<file path="src/common/cipher_key_pkg.sv">
// Function
// RULE_01: Configuration page bit 30 shows whether the page has been programmed.
// RULE_02: Four 2-bit key-type fields at bits 27-20, one per OTP page pair.
// RULE_03: Key type 00 DES/2DES, 01 3DES, 10 AES-128, 11 AES-192/256.
// RULE_04: Session-key enable at bit 19 makes any stored-key selection an error.
// RULE_05: With source lock, the highest set locked-field bit gives the source code.
// RULE_06: Bit 10 picks locked field or software source; clear ignores locked field.
// RULE_07: Write-lock bits 9-1 forbid programming of pages 0 through 8.
// RULE_08: Software key disabled with source 0000 sets key failure, blocks starts.
// RULE_09: Software leaves reserved bit 31 of the configuration page unchanged.
// RULE_10: Single DES: 0000 software bits 63:0, 0001-0111 stored keys 1-7.
// RULE_11: 2-key 3DES: passes one and three use first key, pass two second.
// RULE_12: 3-key 3DES: three consecutive slices; source 0001 keys 1-3, 0010 keys 4-6.
// RULE_13: AES-128 sources 0001-0100; AES-192/256 sources 0001-0010; mode 11 error.
// RULE_14: Key failure is set on invalid selections and clears once valid.
// RULE_15: Key mode codes per cipher; DES 10 and AES 11 are reserved.
// RULE_16: No OTP program operation starts while key failure is set.
// RULE_17: Programming writes page 0 or key pages 1-8 from the third text buffer.
// RULE_18: Program-once bits only go from 0 to 1; image reloads after reset.
package cipher_key_pkg;
    localparam int          NUM_KEY_PAGES     = 8;
    localparam int          NUM_PAIRS         = 4;
    localparam int          CFG_W             = 32;
    localparam int          CFG_RSVD_BIT      = 31;
    localparam int          CFG_PROG_FLAG_BIT = 30;
    localparam int          CFG_TYPE_LSB      = 20;
    localparam int          CFG_SESS_BIT      = 19;
    localparam int          CFG_LOCKSRC_LSB   = 11;
    localparam int          CFG_LOCKSRC_W     = 8;
    localparam int          CFG_SRCLOCK_BIT   = 10;
    localparam int          CFG_PAGE_WRITE_LOCK_LSB    = 1;
    localparam int          CFG_SWDIS_BIT     = 0;
    localparam logic [31:0] CFG_RESET         = 32'h0000_0000;
    localparam logic [31:0] CFG_READ_MASK     = 32'hcfff_ffff;
    localparam logic [31:0] CFG_PROG_MASK     = 32'h4fff_ffff;
    localparam logic [1:0]  DES_SINGLE        = 2'h0;
    localparam logic [1:0]  DES_TWO_KEY       = 2'h1;
    localparam logic [1:0]  DES_RSVD          = 2'h2;
    localparam logic [1:0]  DES_THREE_KEY     = 2'h3;
    localparam logic [1:0]  AES_128           = 2'h0;
    localparam logic [1:0]  AES_192           = 2'h1;
    localparam logic [1:0]  AES_256           = 2'h2;
    localparam logic [1:0]  AES_RSVD          = 2'h3;
    localparam logic [1:0]  TYPE_DES          = 2'h0;
    localparam logic [1:0]  TYPE_3DES         = 2'h1;
    localparam logic [1:0]  TYPE_AES128       = 2'h2;
    localparam logic [1:0]  TYPE_AES_WIDE     = 2'h3;
    localparam logic [3:0]  SRC_SOFTWARE      = 4'h0;
    localparam logic [3:0]  SRC_LOCK_TOP      = 4'hf;
    localparam logic [3:0]  LAST_PAGE         = 4'h8;
    localparam logic [3:0]  CFG_PAGE_INDEX    = 4'h0;
endpackage

</file>
<file path="src/rtl/cipher_key_source_config.sv">
module cipher_key_source_config #(
    parameter int PAGE_W = 64
) (
    // Clock and reset
    input  wire logic                   REF_CLK_I,
    input  wire logic                   SRST_I,
    // Cipher selection from software
    input  wire logic                   CIPHER_SELECT_I,
    input  wire logic [1:0]             KEY_MODE_FIELD_I,
    input  wire logic [3:0]             KEY_SOURCE_CODE_I,
    input  wire logic [4*PAGE_W-1:0]    SOFTWARE_KEY_REGISTER_I,
    input  wire logic                   CIPHER_START_I,
    // OTP array image read back after reset
    input  wire logic [31:0]            OTP_CFG_IMAGE_I,
    input  wire logic [8*PAGE_W-1:0]    OTP_KEY_IMAGE_I,
    // OTP programming
    input  wire logic                   OTP_PROGRAM_START_I,
    input  wire logic [3:0]             OTP_PAGE_SELECT_I,
    input  wire logic [PAGE_W-1:0]      THIRD_TEXT_BUFFER_I,
    // Key resolution results
    output logic                        KEY_FAILURE_FLAG_O,
    output logic                        CIPHER_GO_O,
    output logic [PAGE_W-1:0]           PASS1_KEY_O,
    output logic [PAGE_W-1:0]           PASS2_KEY_O,
    output logic [PAGE_W-1:0]           PASS3_KEY_O,
    output logic [4*PAGE_W-1:0]         AES_KEY_O,
    // Configuration page and programming status
    output logic [31:0]                 SECURE_KEY_CONFIG_PAGE_O,
    output logic                        PROGRAM_TEST_MIRROR_O,
    output logic                        PROGRAM_DONE_O,
    output logic                        PROGRAM_FAIL_O,
    output logic                        OTP_LOAD_BUSY_O
);
    localparam int KEY_W  = 4 * PAGE_W;
    localparam int FLAT_W = cipher_key_pkg::NUM_KEY_PAGES * PAGE_W;

    // The configuration page is programmed from the low 32 bits of a page.
    if (PAGE_W < 32 || PAGE_W % 8 != 0) begin : g_bad_width
        $error("PAGE_W must be a multiple of 8 and at least 32");
    end

    logic [31:0]        cfg_q;
    logic [PAGE_W-1:0]  key_pg_q [cipher_key_pkg::NUM_KEY_PAGES];
    logic               load_q;
    logic               key_fail_q;
    logic               go_q;
    logic               done_q;
    logic               pfail_q;
    logic [PAGE_W-1:0]  pass1_q;
    logic [PAGE_W-1:0]  pass2_q;
    logic [PAGE_W-1:0]  pass3_q;
    logic [KEY_W-1:0]   aes_q;

    // Configuration page fields.
    wire       sess_en  = cfg_q[cipher_key_pkg::CFG_SESS_BIT];
    wire       src_lock = cfg_q[cipher_key_pkg::CFG_SRCLOCK_BIT];
    wire       sw_dis   = cfg_q[cipher_key_pkg::CFG_SWDIS_BIT];
    wire [7:0] lock_fld = cfg_q[cipher_key_pkg::CFG_LOCKSRC_LSB +:
                                cipher_key_pkg::CFG_LOCKSRC_W];

    // Locked source is a priority encoder on the locked field.
    logic [3:0] lock_src;
    always_comb begin
        lock_src = cipher_key_pkg::SRC_SOFTWARE;
        for (int i = 0; i < 7; i++) begin
            if (lock_fld[i]) begin
                lock_src = 4'(i + 1); // RULE_05
            end
        end
        if (lock_fld[7]) begin
            lock_src = cipher_key_pkg::SRC_LOCK_TOP; // RULE_05
        end
    end

    wire [3:0] eff_src = src_lock ? lock_src : KEY_SOURCE_CODE_I; // RULE_06

    // Pages per key, highest legal source and the key type it demands.
    logic [2:0] n_pg;
    logic [3:0] max_src;
    logic [1:0] req_type;
    logic       mode_bad;
    always_comb begin
        n_pg     = 3'h0;
        max_src  = 4'h0;
        req_type = cipher_key_pkg::TYPE_DES;
        mode_bad = 1'b0;
        unique case ({CIPHER_SELECT_I, KEY_MODE_FIELD_I})
            {1'b0, cipher_key_pkg::DES_SINGLE}: begin
                n_pg    = 3'h1; // RULE_10
                max_src = 4'h7;
            end
            {1'b0, cipher_key_pkg::DES_TWO_KEY}: begin
                n_pg    = 3'h2; // RULE_11
                max_src = 4'h4;
            end
            {1'b0, cipher_key_pkg::DES_RSVD}: begin
                mode_bad = 1'b1; // RULE_15
            end
            {1'b0, cipher_key_pkg::DES_THREE_KEY}: begin
                n_pg     = 3'h3; // RULE_12
                max_src  = 4'h2;
                req_type = cipher_key_pkg::TYPE_3DES;
            end
            {1'b1, cipher_key_pkg::AES_128}: begin
                n_pg     = 3'h2; // RULE_13
                max_src  = 4'h4;
                req_type = cipher_key_pkg::TYPE_AES128;
            end
            {1'b1, cipher_key_pkg::AES_192}: begin
                n_pg     = 3'h3; // RULE_13
                max_src  = 4'h2;
                req_type = cipher_key_pkg::TYPE_AES_WIDE;
            end
            {1'b1, cipher_key_pkg::AES_256}: begin
                n_pg     = 3'h4; // RULE_13
                max_src  = 4'h2;
                req_type = cipher_key_pkg::TYPE_AES_WIDE;
            end
            {1'b1, cipher_key_pkg::AES_RSVD}: begin
                mode_bad = 1'b1; // RULE_13
            end
        endcase
    end

    // Stored keys occupy consecutive pages from the first page upward.
    wire        src_sw   = eff_src == cipher_key_pkg::SRC_SOFTWARE;
    wire        range_bad = eff_src > max_src; // RULE_14
    wire [5:0]  first_pg = 6'(eff_src - 4'h1) * 6'(n_pg);
    wire [5:0]  last_pg  = first_pg + 6'(n_pg) - 6'h1;

    // A stored key may span two pairs; every pair it touches is checked.
    logic [cipher_key_pkg::NUM_PAIRS-1:0] type_bad;
    logic [FLAT_W-1:0]                    otp_flat;
    for (genvar p = 0; p < cipher_key_pkg::NUM_PAIRS; p++) begin : g_pair
        wire [1:0] ktype = cfg_q[cipher_key_pkg::CFG_TYPE_LSB + 2*p +: 2];
        wire       used  = (last_pg >= 6'(2*p)) && (first_pg <= 6'(2*p+1));
        assign type_bad[p] = used && (ktype != req_type); // RULE_02 RULE_03
    end
    for (genvar k = 0; k < cipher_key_pkg::NUM_KEY_PAGES; k++) begin : g_flat
        assign otp_flat[k*PAGE_W +: PAGE_W] = key_pg_q[k];
    end

    wire key_err = mode_bad
                 | (src_sw && sw_dis) // RULE_08
                 | (!src_sw && (range_bad || sess_en // RULE_04
                                || (|type_bad)))
                 | load_q;

    // Software key or the stored slice, trimmed to the key length.
    wire [FLAT_W-1:0] otp_shift = otp_flat >> (int'(first_pg) * PAGE_W);
    wire [KEY_W-1:0]  key_mask  = {KEY_W{1'b1}}
                                  >> (KEY_W - int'(n_pg) * PAGE_W);
    wire [KEY_W-1:0]  key_word  = (src_sw ? SOFTWARE_KEY_REGISTER_I
                                          : otp_shift[KEY_W-1:0])
                                  & key_mask;
    wire is_des3 = !CIPHER_SELECT_I &&
                   KEY_MODE_FIELD_I == cipher_key_pkg::DES_THREE_KEY;
    wire is_des2 = !CIPHER_SELECT_I &&
                   KEY_MODE_FIELD_I == cipher_key_pkg::DES_TWO_KEY;
    wire [PAGE_W-1:0] p1_d = key_word[PAGE_W-1:0];
    wire [PAGE_W-1:0] p2_d = (is_des2 || is_des3)
                             ? key_word[PAGE_W +: PAGE_W] : p1_d; // RULE_11
    wire [PAGE_W-1:0] p3_d = is_des3
                             ? key_word[2*PAGE_W +: PAGE_W] : p1_d; // RULE_12

    // Key material is zeroed while the selection is invalid so that a
    // refused stored key never reaches the datapath.
    always_ff @(posedge REF_CLK_I) begin
        if (SRST_I) begin
            key_fail_q <= 1'b1;
            go_q       <= 1'b0;
            pass1_q    <= '0;
            pass2_q    <= '0;
            pass3_q    <= '0;
            aes_q      <= '0;
        end else begin
            key_fail_q <= key_err; // RULE_14
            go_q       <= CIPHER_START_I && !key_fail_q; // RULE_08
            pass1_q    <= (key_err || CIPHER_SELECT_I) ? '0 : p1_d;
            pass2_q    <= (key_err || CIPHER_SELECT_I) ? '0 : p2_d;
            pass3_q    <= (key_err || CIPHER_SELECT_I) ? '0 : p3_d;
            aes_q      <= (key_err || !CIPHER_SELECT_I) ? '0 : key_word;
        end
    end

    // Programming: only the chosen page, only when unlocked and valid.
    wire pg_rsvd   = OTP_PAGE_SELECT_I > cipher_key_pkg::LAST_PAGE;
    wire pg_locked = !pg_rsvd &&
        cfg_q[cipher_key_pkg::CFG_PAGE_WRITE_LOCK_LSB + int'(OTP_PAGE_SELECT_I)];
    wire prog_ok   = OTP_PROGRAM_START_I && !load_q && !pg_rsvd
                     && !pg_locked && !key_fail_q; // RULE_07 RULE_16
    wire prog_cfg  = prog_ok &&
                     OTP_PAGE_SELECT_I == cipher_key_pkg::CFG_PAGE_INDEX;
    wire [31:0] cfg_d = cfg_q | (THIRD_TEXT_BUFFER_I[31:0]
                                 & cipher_key_pkg::CFG_PROG_MASK)
                        | (32'h1 << cipher_key_pkg::CFG_PROG_FLAG_BIT);

    // The array image is copied in on the first edge after reset release.
    always_ff @(posedge REF_CLK_I) begin
        if (SRST_I) begin
            load_q  <= 1'b1;
            cfg_q   <= cipher_key_pkg::CFG_RESET;
            done_q  <= 1'b0;
            pfail_q <= 1'b0;
        end else begin
            load_q  <= 1'b0;
            done_q  <= prog_ok;
            pfail_q <= OTP_PROGRAM_START_I && !prog_ok;
            if (load_q) begin
                cfg_q <= OTP_CFG_IMAGE_I
                         & cipher_key_pkg::CFG_READ_MASK; // RULE_18
            end else if (prog_cfg) begin
                cfg_q <= cfg_d; // RULE_01 RULE_09 RULE_17 RULE_18
            end
        end
    end

    for (genvar k = 0; k < cipher_key_pkg::NUM_KEY_PAGES; k++) begin : g_page
        wire hit = prog_ok && OTP_PAGE_SELECT_I == 4'(k + 1);
        always_ff @(posedge REF_CLK_I) begin
            if (SRST_I) begin
                key_pg_q[k] <= '0;
            end else if (load_q) begin
                key_pg_q[k] <= OTP_KEY_IMAGE_I[k*PAGE_W +: PAGE_W];
            end else if (hit) begin
                key_pg_q[k] <= key_pg_q[k] | THIRD_TEXT_BUFFER_I; // RULE_17
            end
        end
    end

    assign KEY_FAILURE_FLAG_O       = key_fail_q;
    assign CIPHER_GO_O              = go_q;
    assign PASS1_KEY_O              = pass1_q;
    assign PASS2_KEY_O              = pass2_q;
    assign PASS3_KEY_O              = pass3_q;
    assign AES_KEY_O                = aes_q;
    assign SECURE_KEY_CONFIG_PAGE_O = cfg_q;
    assign PROGRAM_TEST_MIRROR_O    = cfg_q[cipher_key_pkg::CFG_PROG_FLAG_BIT];
    assign PROGRAM_DONE_O           = done_q;
    assign PROGRAM_FAIL_O           = pfail_q;
    assign OTP_LOAD_BUSY_O          = load_q;

    // Named slices keep each sampled-value call on a whole signal.
    wire [PAGE_W-1:0] sw_slice0 = SOFTWARE_KEY_REGISTER_I[PAGE_W-1:0];
    wire [PAGE_W-1:0] sw_slice2 = SOFTWARE_KEY_REGISTER_I[2*PAGE_W +: PAGE_W];
endmodule

</file>
<file path="config.mk">
export PLATFORM = sky130hd
export DESIGN_NAME = cipher_key_source_config
export DESIGN_NICKNAME = d
export VERILOG_FILES = /design/src/common/cipher_key_pkg.sv /design/src/rtl/cipher_key_source_config.sv
export SDC_FILE = /design/constraint.sdc
export NUM_CORES = 2
export LEC_CHECK = 0
export BUFFER_PORTS_ARGS = -buffer_cell sky130_fd_sc_hd__buf_2
export CAP_MARGIN = 0
export CORE_AREA = 4 4 525 527
export DETAILED_ROUTE_END_ITERATION = 6
export DIE_AREA = 0 0 529 531
export MAX_ROUTING_LAYER = met4
export SYNTH_ARGS = -nofsm -noshare
export SYNTH_HDL_FRONTEND = slang
export SYNTH_SLANG_ARGS = --single-unit
</file>
<file path="constraint.sdc">
create_clock -name REF_CLK_I -period 19 [get_ports REF_CLK_I]
set_clock_uncertainty 0.15 [all_clocks]
set_input_delay 2.85 -clock REF_CLK_I [delete_from_list [all_inputs] [get_ports REF_CLK_I]]
set_output_delay 2.85 -clock REF_CLK_I [all_outputs]
set_load 0.05 [all_outputs]
</file>
### Word-level counts from Yosys, hierarchy flattened

Memory sizes are Yosys's and may differ from the RTL's.
Index checks and enable logic that the tools add are counted.

| storage, ports and cells | value |
|---|---|
| register bits after elaboration | 485 |
| latch bits | 0 |
| RAM bits | 512 |
| bits in read-only memories | 0 |
| bits of input ports | 879 |
| output and inout bits | 486 |
| memories | 1 |

| operators by class | value |
|---|---|
| add/sub/neg operators | 5 |
| $mul | 1 |
| div/mod/pow operators | 0 |
| magnitude comparators | 11 |
| equality and inequality tests | 21 |
| shifts and indexed selects | 2 |
| muxes and demuxes | 74 |
| bitwise gates (word level) | 29 |
| reductions and logical operators | 53 |

Memory list:

| memory | words | bits a word | read ports | clocked after memory_dff | write ports | RTL line | source |
|---|---|---|---|---|---|---|---|
| key_pg_q | 8 | 64 | 8 | 0 | 8 | cipher_key_source_config.sv:43 | `logic [PAGE_W-1:0] key_pg_q [cipher_key_pkg::NUM_KEY_PAGES];` |

Operators by type and width:

| kind | count |
|---|---|
| 2-to-1 mux 64 bit | 18 |
| bitwise OR 64 bit | 8 |
| >> shifter 512 x 12 -> 256 bit | 1 |
| bitwise AND 256 bit | 1 |
| 2-to-1 mux 256 bit | 1 |
| >> shifter 256 x 32 -> 256 bit, first input constant | 1 |
| 2-to-1 mux 32 bit | 2 |
| 2-to-1 mux 1 bit | 41 |
| bitwise OR 32 x 31 -> 32 bit | 1 |
| logical AND 1 bit | 28 |
| 2-to-1 mux 4 bit | 5 |
| bitwise OR 1 bit | 19 |
| == test 4 x 3 -> 1 bit, second input constant | 4 |
| OR reduction 2 bit | 7 |
| == test 3 bit, second input constant | 4 |
| greater-or-equal comparator 6 x 3 -> 1 bit, second input constant | 2 |
| less-or-equal comparator 6 x 3 -> 1 bit, second input constant | 2 |
| case mux 3 bit (4 select lines) | 1 |
| subtractor 9 x 9 -> 10 bit, first input constant | 1 |
| case mux 3 bit (3 select lines) | 1 |
| == test 4 x 2 -> 1 bit, second input constant | 2 |
| logical NOT 4 bit | 2 |
| != test 2 bit | 4 |
| logical NOT 1 bit | 7 |
| other kinds (27) | 33 |

### Logic depth before layout (Yosys ltp)

| logic depth | value |
|---|---|
| depth after elaboration | 23 |
| gate-level depth with buffers | 28 |

### Worst setup path before layout

No wires, ideal clock.

| timing path | value |
|---|---|
| path type | input-to-reg |
| from | input OTP_PAGE_SELECT_I[0] |
| to | memory key_pg_q[7][0], in the netlist key_pg_q[1][192] (enable) |
| arrival time | 8.694 ns |
| data required time | 18.276 ns |
| setup slack | 9.582 ns |
| stages | 7 |
| path buffers | 0 |
| cell sequence | inv_1 -> ha_1 -> mux4_2 -> mux2i_1 -> mux2_2 -> nand2_1 -> o21ai_0 |

RTL lines:

| item | RTL line | source |
|---|---|---|
| start, declared | cipher_key_source_config.sv:18 | `input wire logic [3:0] OTP_PAGE_SELECT_I,` |
| end, declared | cipher_key_source_config.sv:43 |  |

### Worst setup path after layout

| timing path | value |
|---|---|
| from | input KEY_SOURCE_CODE_I[0] |
| to | register pass2_q[9], in the netlist PASS2_KEY_O[9] |

| between the ends | value |
|---|---|
| word-level cells in the longest chain between the ends | 15 |

RTL lines:

| item | RTL line | source |
|---|---|---|
| start, declared | cipher_key_source_config.sv:10 | `input wire logic [3:0] KEY_SOURCE_CODE_I,` |
| 2-to-1 mux 4 bit * | cipher_key_source_config.sv:75 | `wire [3:0] eff_src = src_lock ? lock_src : KEY_SOURCE_CODE_I;` |
| subtractor 4 x 1 -> 5 bit | cipher_key_source_config.sv:128 | `wire [5:0] first_pg = 6'(eff_src - 4'h1) * 6'(n_pg);` |
| multiplier 6 x 3 -> 6 bit | cipher_key_source_config.sv:128 |  |
| adder 6 x 3 -> 6 bit | cipher_key_source_config.sv:129 | `wire [5:0] last_pg = first_pg + 6'(n_pg) - 6'h1;` |
| subtractor 6 x 1 -> 6 bit | cipher_key_source_config.sv:129 |  |
| greater-or-equal comparator 6 x 1 -> 1 bit, or another cell as far along | cipher_key_source_config.sv:136 | `wire used = (last_pg >= 6'(2*p)) && (first_pg <= 6'(2*p+1));` |
| logical AND 1 bit | cipher_key_source_config.sv:136 |  |
| logical AND 1 bit | cipher_key_source_config.sv:137 | `assign type_bad[p] = used && (ktype != req_type);` |
| OR reduction 4 bit | cipher_key_source_config.sv:146 | `\|\| (\|type_bad)))` |
| logical OR 1 bit | cipher_key_source_config.sv:146 |  |
| logical AND 1 bit | cipher_key_source_config.sv:145 | `\| (!src_sw && (range_bad \|\| sess_en` |
| bitwise OR 1 bit | cipher_key_source_config.sv:145 |  |
| bitwise OR 1 bit | cipher_key_source_config.sv:147 | `\| load_q;` |
| logical OR 1 bit | cipher_key_source_config.sv:180 | `pass2_q <= (key_err \|\| CIPHER_SELECT_I) ? '0 : p2_d;` |
| OR reduction 2 bit (no line) | - |  |
| end signal, assigned | cipher_key_source_config.sv:180 |  |
| end, declared | cipher_key_source_config.sv:50 | `logic [PAGE_W-1:0] pass2_q;` |

Every way passes the cells marked *; elsewhere a longest branch is shown, timed or not.
A chain may end at the register's enable or synchronous reset.

==> summary.txt <==
Power and ir drop
  – Leakage: ~27 nW
  – Switch Pwr: 2.43 mW
  – Combinational share of power: a little under a quarter
  – Pwr Total: ~6.7 mW
  – Pwr Density: 95.0 nW/um^2
  – P_int: ~4.3 mW
  – Peak VDD IR: 0.0000914 V
  – Sequential share of power: a little over a third
  – Clock Power Share: a little over 40%
  – Sw Share: a little over a third

Floorplan
  – Die Ht: around 530 um
  – Rows: 191
  – Core area: between 200000 and 300000 um^2
  – Num ports: between 1000 and 1500
  – Starting Density: ~20%
  – Die W: about 530 um
  – Die area: 281000 um^2

Status
  – Failing checks: DRC
  – Status: complete, but fails checks

Timing
  – Max Slew Vio Count: 0
  – Fin Setup TNS: 0 ns
  – RSZ-0062 raised after global routing: no
  – Final setup fails: 0
  – Final critical-path required period: ~10 ns
  – PnR worst setup slack: a little under 9 ns
  – Worst-Margin Slew: approximately 1.4 ns
  – Hold Fails Final Rpt: 0
  – Final worst path period share: 54.2%
  – F_max: about 97 MHz
  – Slew headroom: about 8.5%

Finish
  – Commonest cells after routing, fill and taps aside: buf_2, o21ai_0, nand2_1, nor2_1, a21oi_1
  – Final std cells w/o fill: 11600
  – Commonest non-fill, non-tap cell in the layout: buf_2
  – Share of cells above drive strength 1: a little under a quarter
  – Nets@finish: 8695
  – Area delta synth->final: 27.0%
  – Design area: between 70000 and 80000 um^2

Logic synthesis
  – Post-synth EDFFs: roughly 510
  – Syn Inst Count: 6848
  – Most area-consuming cells after synthesis: edfxtp_1, dfxtp_1, o21ai_0
  – Synth Register Bits: slightly below 1000
  – Main synth FF type: edfxtp_1
  – Top-area cell type share of the netlist area: 27.7%
  – Synth cell types: 70
  – Synth area leader: edfxtp_1
  – Register area share after synthesis: 45.1%
  – Synth Warn #: 0
  – Synthesized area: 55500 um^2
  – Synth async-reset ratio: 0%
  – Avg Cell Area, Syn: 8.10 um^2

Clock network
  – Root buffer cell: clkbuf_16
  – Worst skew pair latency: between 0.8 and 0.9 ns
  – Post-CTS Resized: 0
  – H-tree levels: 4
  – TritonCTS clock tree: done
  – Worst-path clk slew: ~0.060 ns
  – Clock sink count: just under 1000
  – TritonCTS Buffers: around 140
  – Setup Buffers After CTS: 0
  – Max clock buf depth: 4
  – Cts hold-fix bufs: 0

Setup path
  – Critical path class: input port to register
  – Worst endpoint required time: 19.54 ns
  – CP Max Fanout: between 70 and 80
  – Data arrival, critical path: 10.85 ns
  – CP cell instances: buf_2 > nor2_1 > a31oi_4 > buf_4 > inv_8 > ha_1 > or2_2 > fa_1 > inv_1 > ha_1 > a21o_1 > a21oi_1 > xnor2_1 > xnor2_1 > ha_1 > nand2b_1 > or3_1 > a21oi_4 > buf_4 > buf_4 > nand2_1 > and3_1 > a211o_1 > a21oi_1
  – Worst setup SP type: input port
  – Crit path largest cell delay: about 0.78 ns
  – Slowest CP cell: buf_4
  – Worst setup EP type: register

Place
  – DP HPWL: between 300000 and 400000 um
  – Gpl congestion: a little under 1
  – Placed cells: ~11000
  – Area after DPL: 65600 um^2
  – PortBufs: between 1000 and 1500
  – Setup WS pre-CTS: 8.06 ns

Routing
  – Vias: about 64000
  – Mean number of vias per cell: approximately 5.5
  – # DRC: 5
  – Wire per inst: about 36 um
  – DRT Wirelength: 415000 um
  – Starting DRT DRC Count: approximately 11000
  – TritonRoute pass-1 iters: 7
  – Final ANT Viol Nets: 0

Run
  – Total of max-cap violations: 0

Global routing
  – All-Layer GR Usage: between 20% and 30%
  – Largest net degree at the start of global routing: between 150 and 200
  – Antenna violations before repair: 190
  – Vias in the first global route: around 58000
  – Global-route wire length before repair: between 500000 and 600000 um
  – Gr ovfl total: 0

Hold path
  – Type of the tightest min-delay check: register to register
==> synth_stat cells (62+ instances only) <==
library cell    n
nor2_1        865
nand3_1       202
o211ai_1      186
a211o_1        62
o22ai_1        62
a21o_1        189
a2111oi_0      65
a21oi_1       647
and3_1        121
nand2_1       925
edfxtp_1      512
buf_1          69
clkbuf_1      587
or3_1          68
a31oi_1       186
mux2i_1       132
dfxtp_1       483
o21ai_0       956
a211oi_1       96
==> layer usage <==
layer / track usage [%] / share of wire, % / vias to the layer above
met5: - / 0 / -
met4: 16.8 / 6.4 / 0
met3: 12.5 / 15 / 1110
met2: 41.4 / 42 / 5627
met1: 33.3 / 36 / 30600
li1: - / - / 26900
==> path summary, 6_finish.rpt <==
kind	from	endpoint	slack [ns]	cells after the start
worst max-delay path	KEY_SOURCE_CODE_I[0]	PASS2_KEY_O[9]	8.70	24
worst min-delay path	SECURE_KEY_CONFIG_PAGE_O[31]	SECURE_KEY_CONFIG_PAGE_O[31]	0.43	2
worst max register to register	SECURE_KEY_CONFIG_PAGE_O[10]	PASS2_KEY_O[9]	9.91	22
worst min register to register	SECURE_KEY_CONFIG_PAGE_O[31]	SECURE_KEY_CONFIG_PAGE_O[31]	0.43	2
==> flip-flops by register name (all words and copies together), names as in the netlist <==
signal and flops:
key_pg_q 512, AES_KEY_O 256, PASS1_KEY_O 64, PASS2_KEY_O 64, PASS3_KEY_O 64, SECURE_KEY_CONFIG_PAGE_O 30
CIPHER_GO_O 1, KEY_FAILURE_FLAG_O 1, OTP_LOAD_BUSY_O 1, PROGRAM_DONE_O 1, PROGRAM_FAIL_O 1
==> critical path, delay by kind of cell <==
family,cells,cell delay [ns]
buf+inv,6,2.33
xor+xnor,2,0.30
simple gates,6,1.64
fa+ha+maj,4,1.61
compound gates,6,1.95
==> per-stage QoR <==
stage	util, %	hold slack (ns)
3_5_place_dp	24.2	0.411
5_1_grt	26.0	0.456
4_1_cts	25.9	0.427
3_3_place_gp	24.2	0.409
6_report	26.1	0.426
2_1_floorplan	-	0.426
==> final cells by class <==
class | count | area (um^2)
multi-input cells | 5141 | 28100
flip-flops and latches | 995 | 25000
well taps | 3570 | 4470
fillers | 29800 | 200000
diodes | 140 | 350
clock buffers | 187 | 3980
clock inverters | 58 | 553
inverters | 20 | 90.1
repair buffers | 1498 | 7930
==> kinds of logic after synthesis <==
logic type	after synthesis	share of synthesized area, %
AO/OA/AOI/OAI	2599	28.3
XOR/XNOR	16	0.266
adder cells (fa/ha/maj)	24	0.609
buffers and inverters	713	5.01
flip-flops	995	45.1
multiplexers	141	2.71
other	1	0.00676
AND/OR/NAND/NOR	2359	18.0
==> power groups by stage <==
stage          clock network (mW)  logic, mW  registers (mW)
2_1_floorplan                   0      0.736            2.46
3_3_place_gp                    0       1.52            2.46
3_5_place_dp                    0       1.52            2.46
4_1_cts                      2.74       1.52            2.41
5_1_grt                      2.80       1.62            2.42
6_report                     2.70       1.58            2.42
No activity file was read; power rests on OpenSTA's default activity.
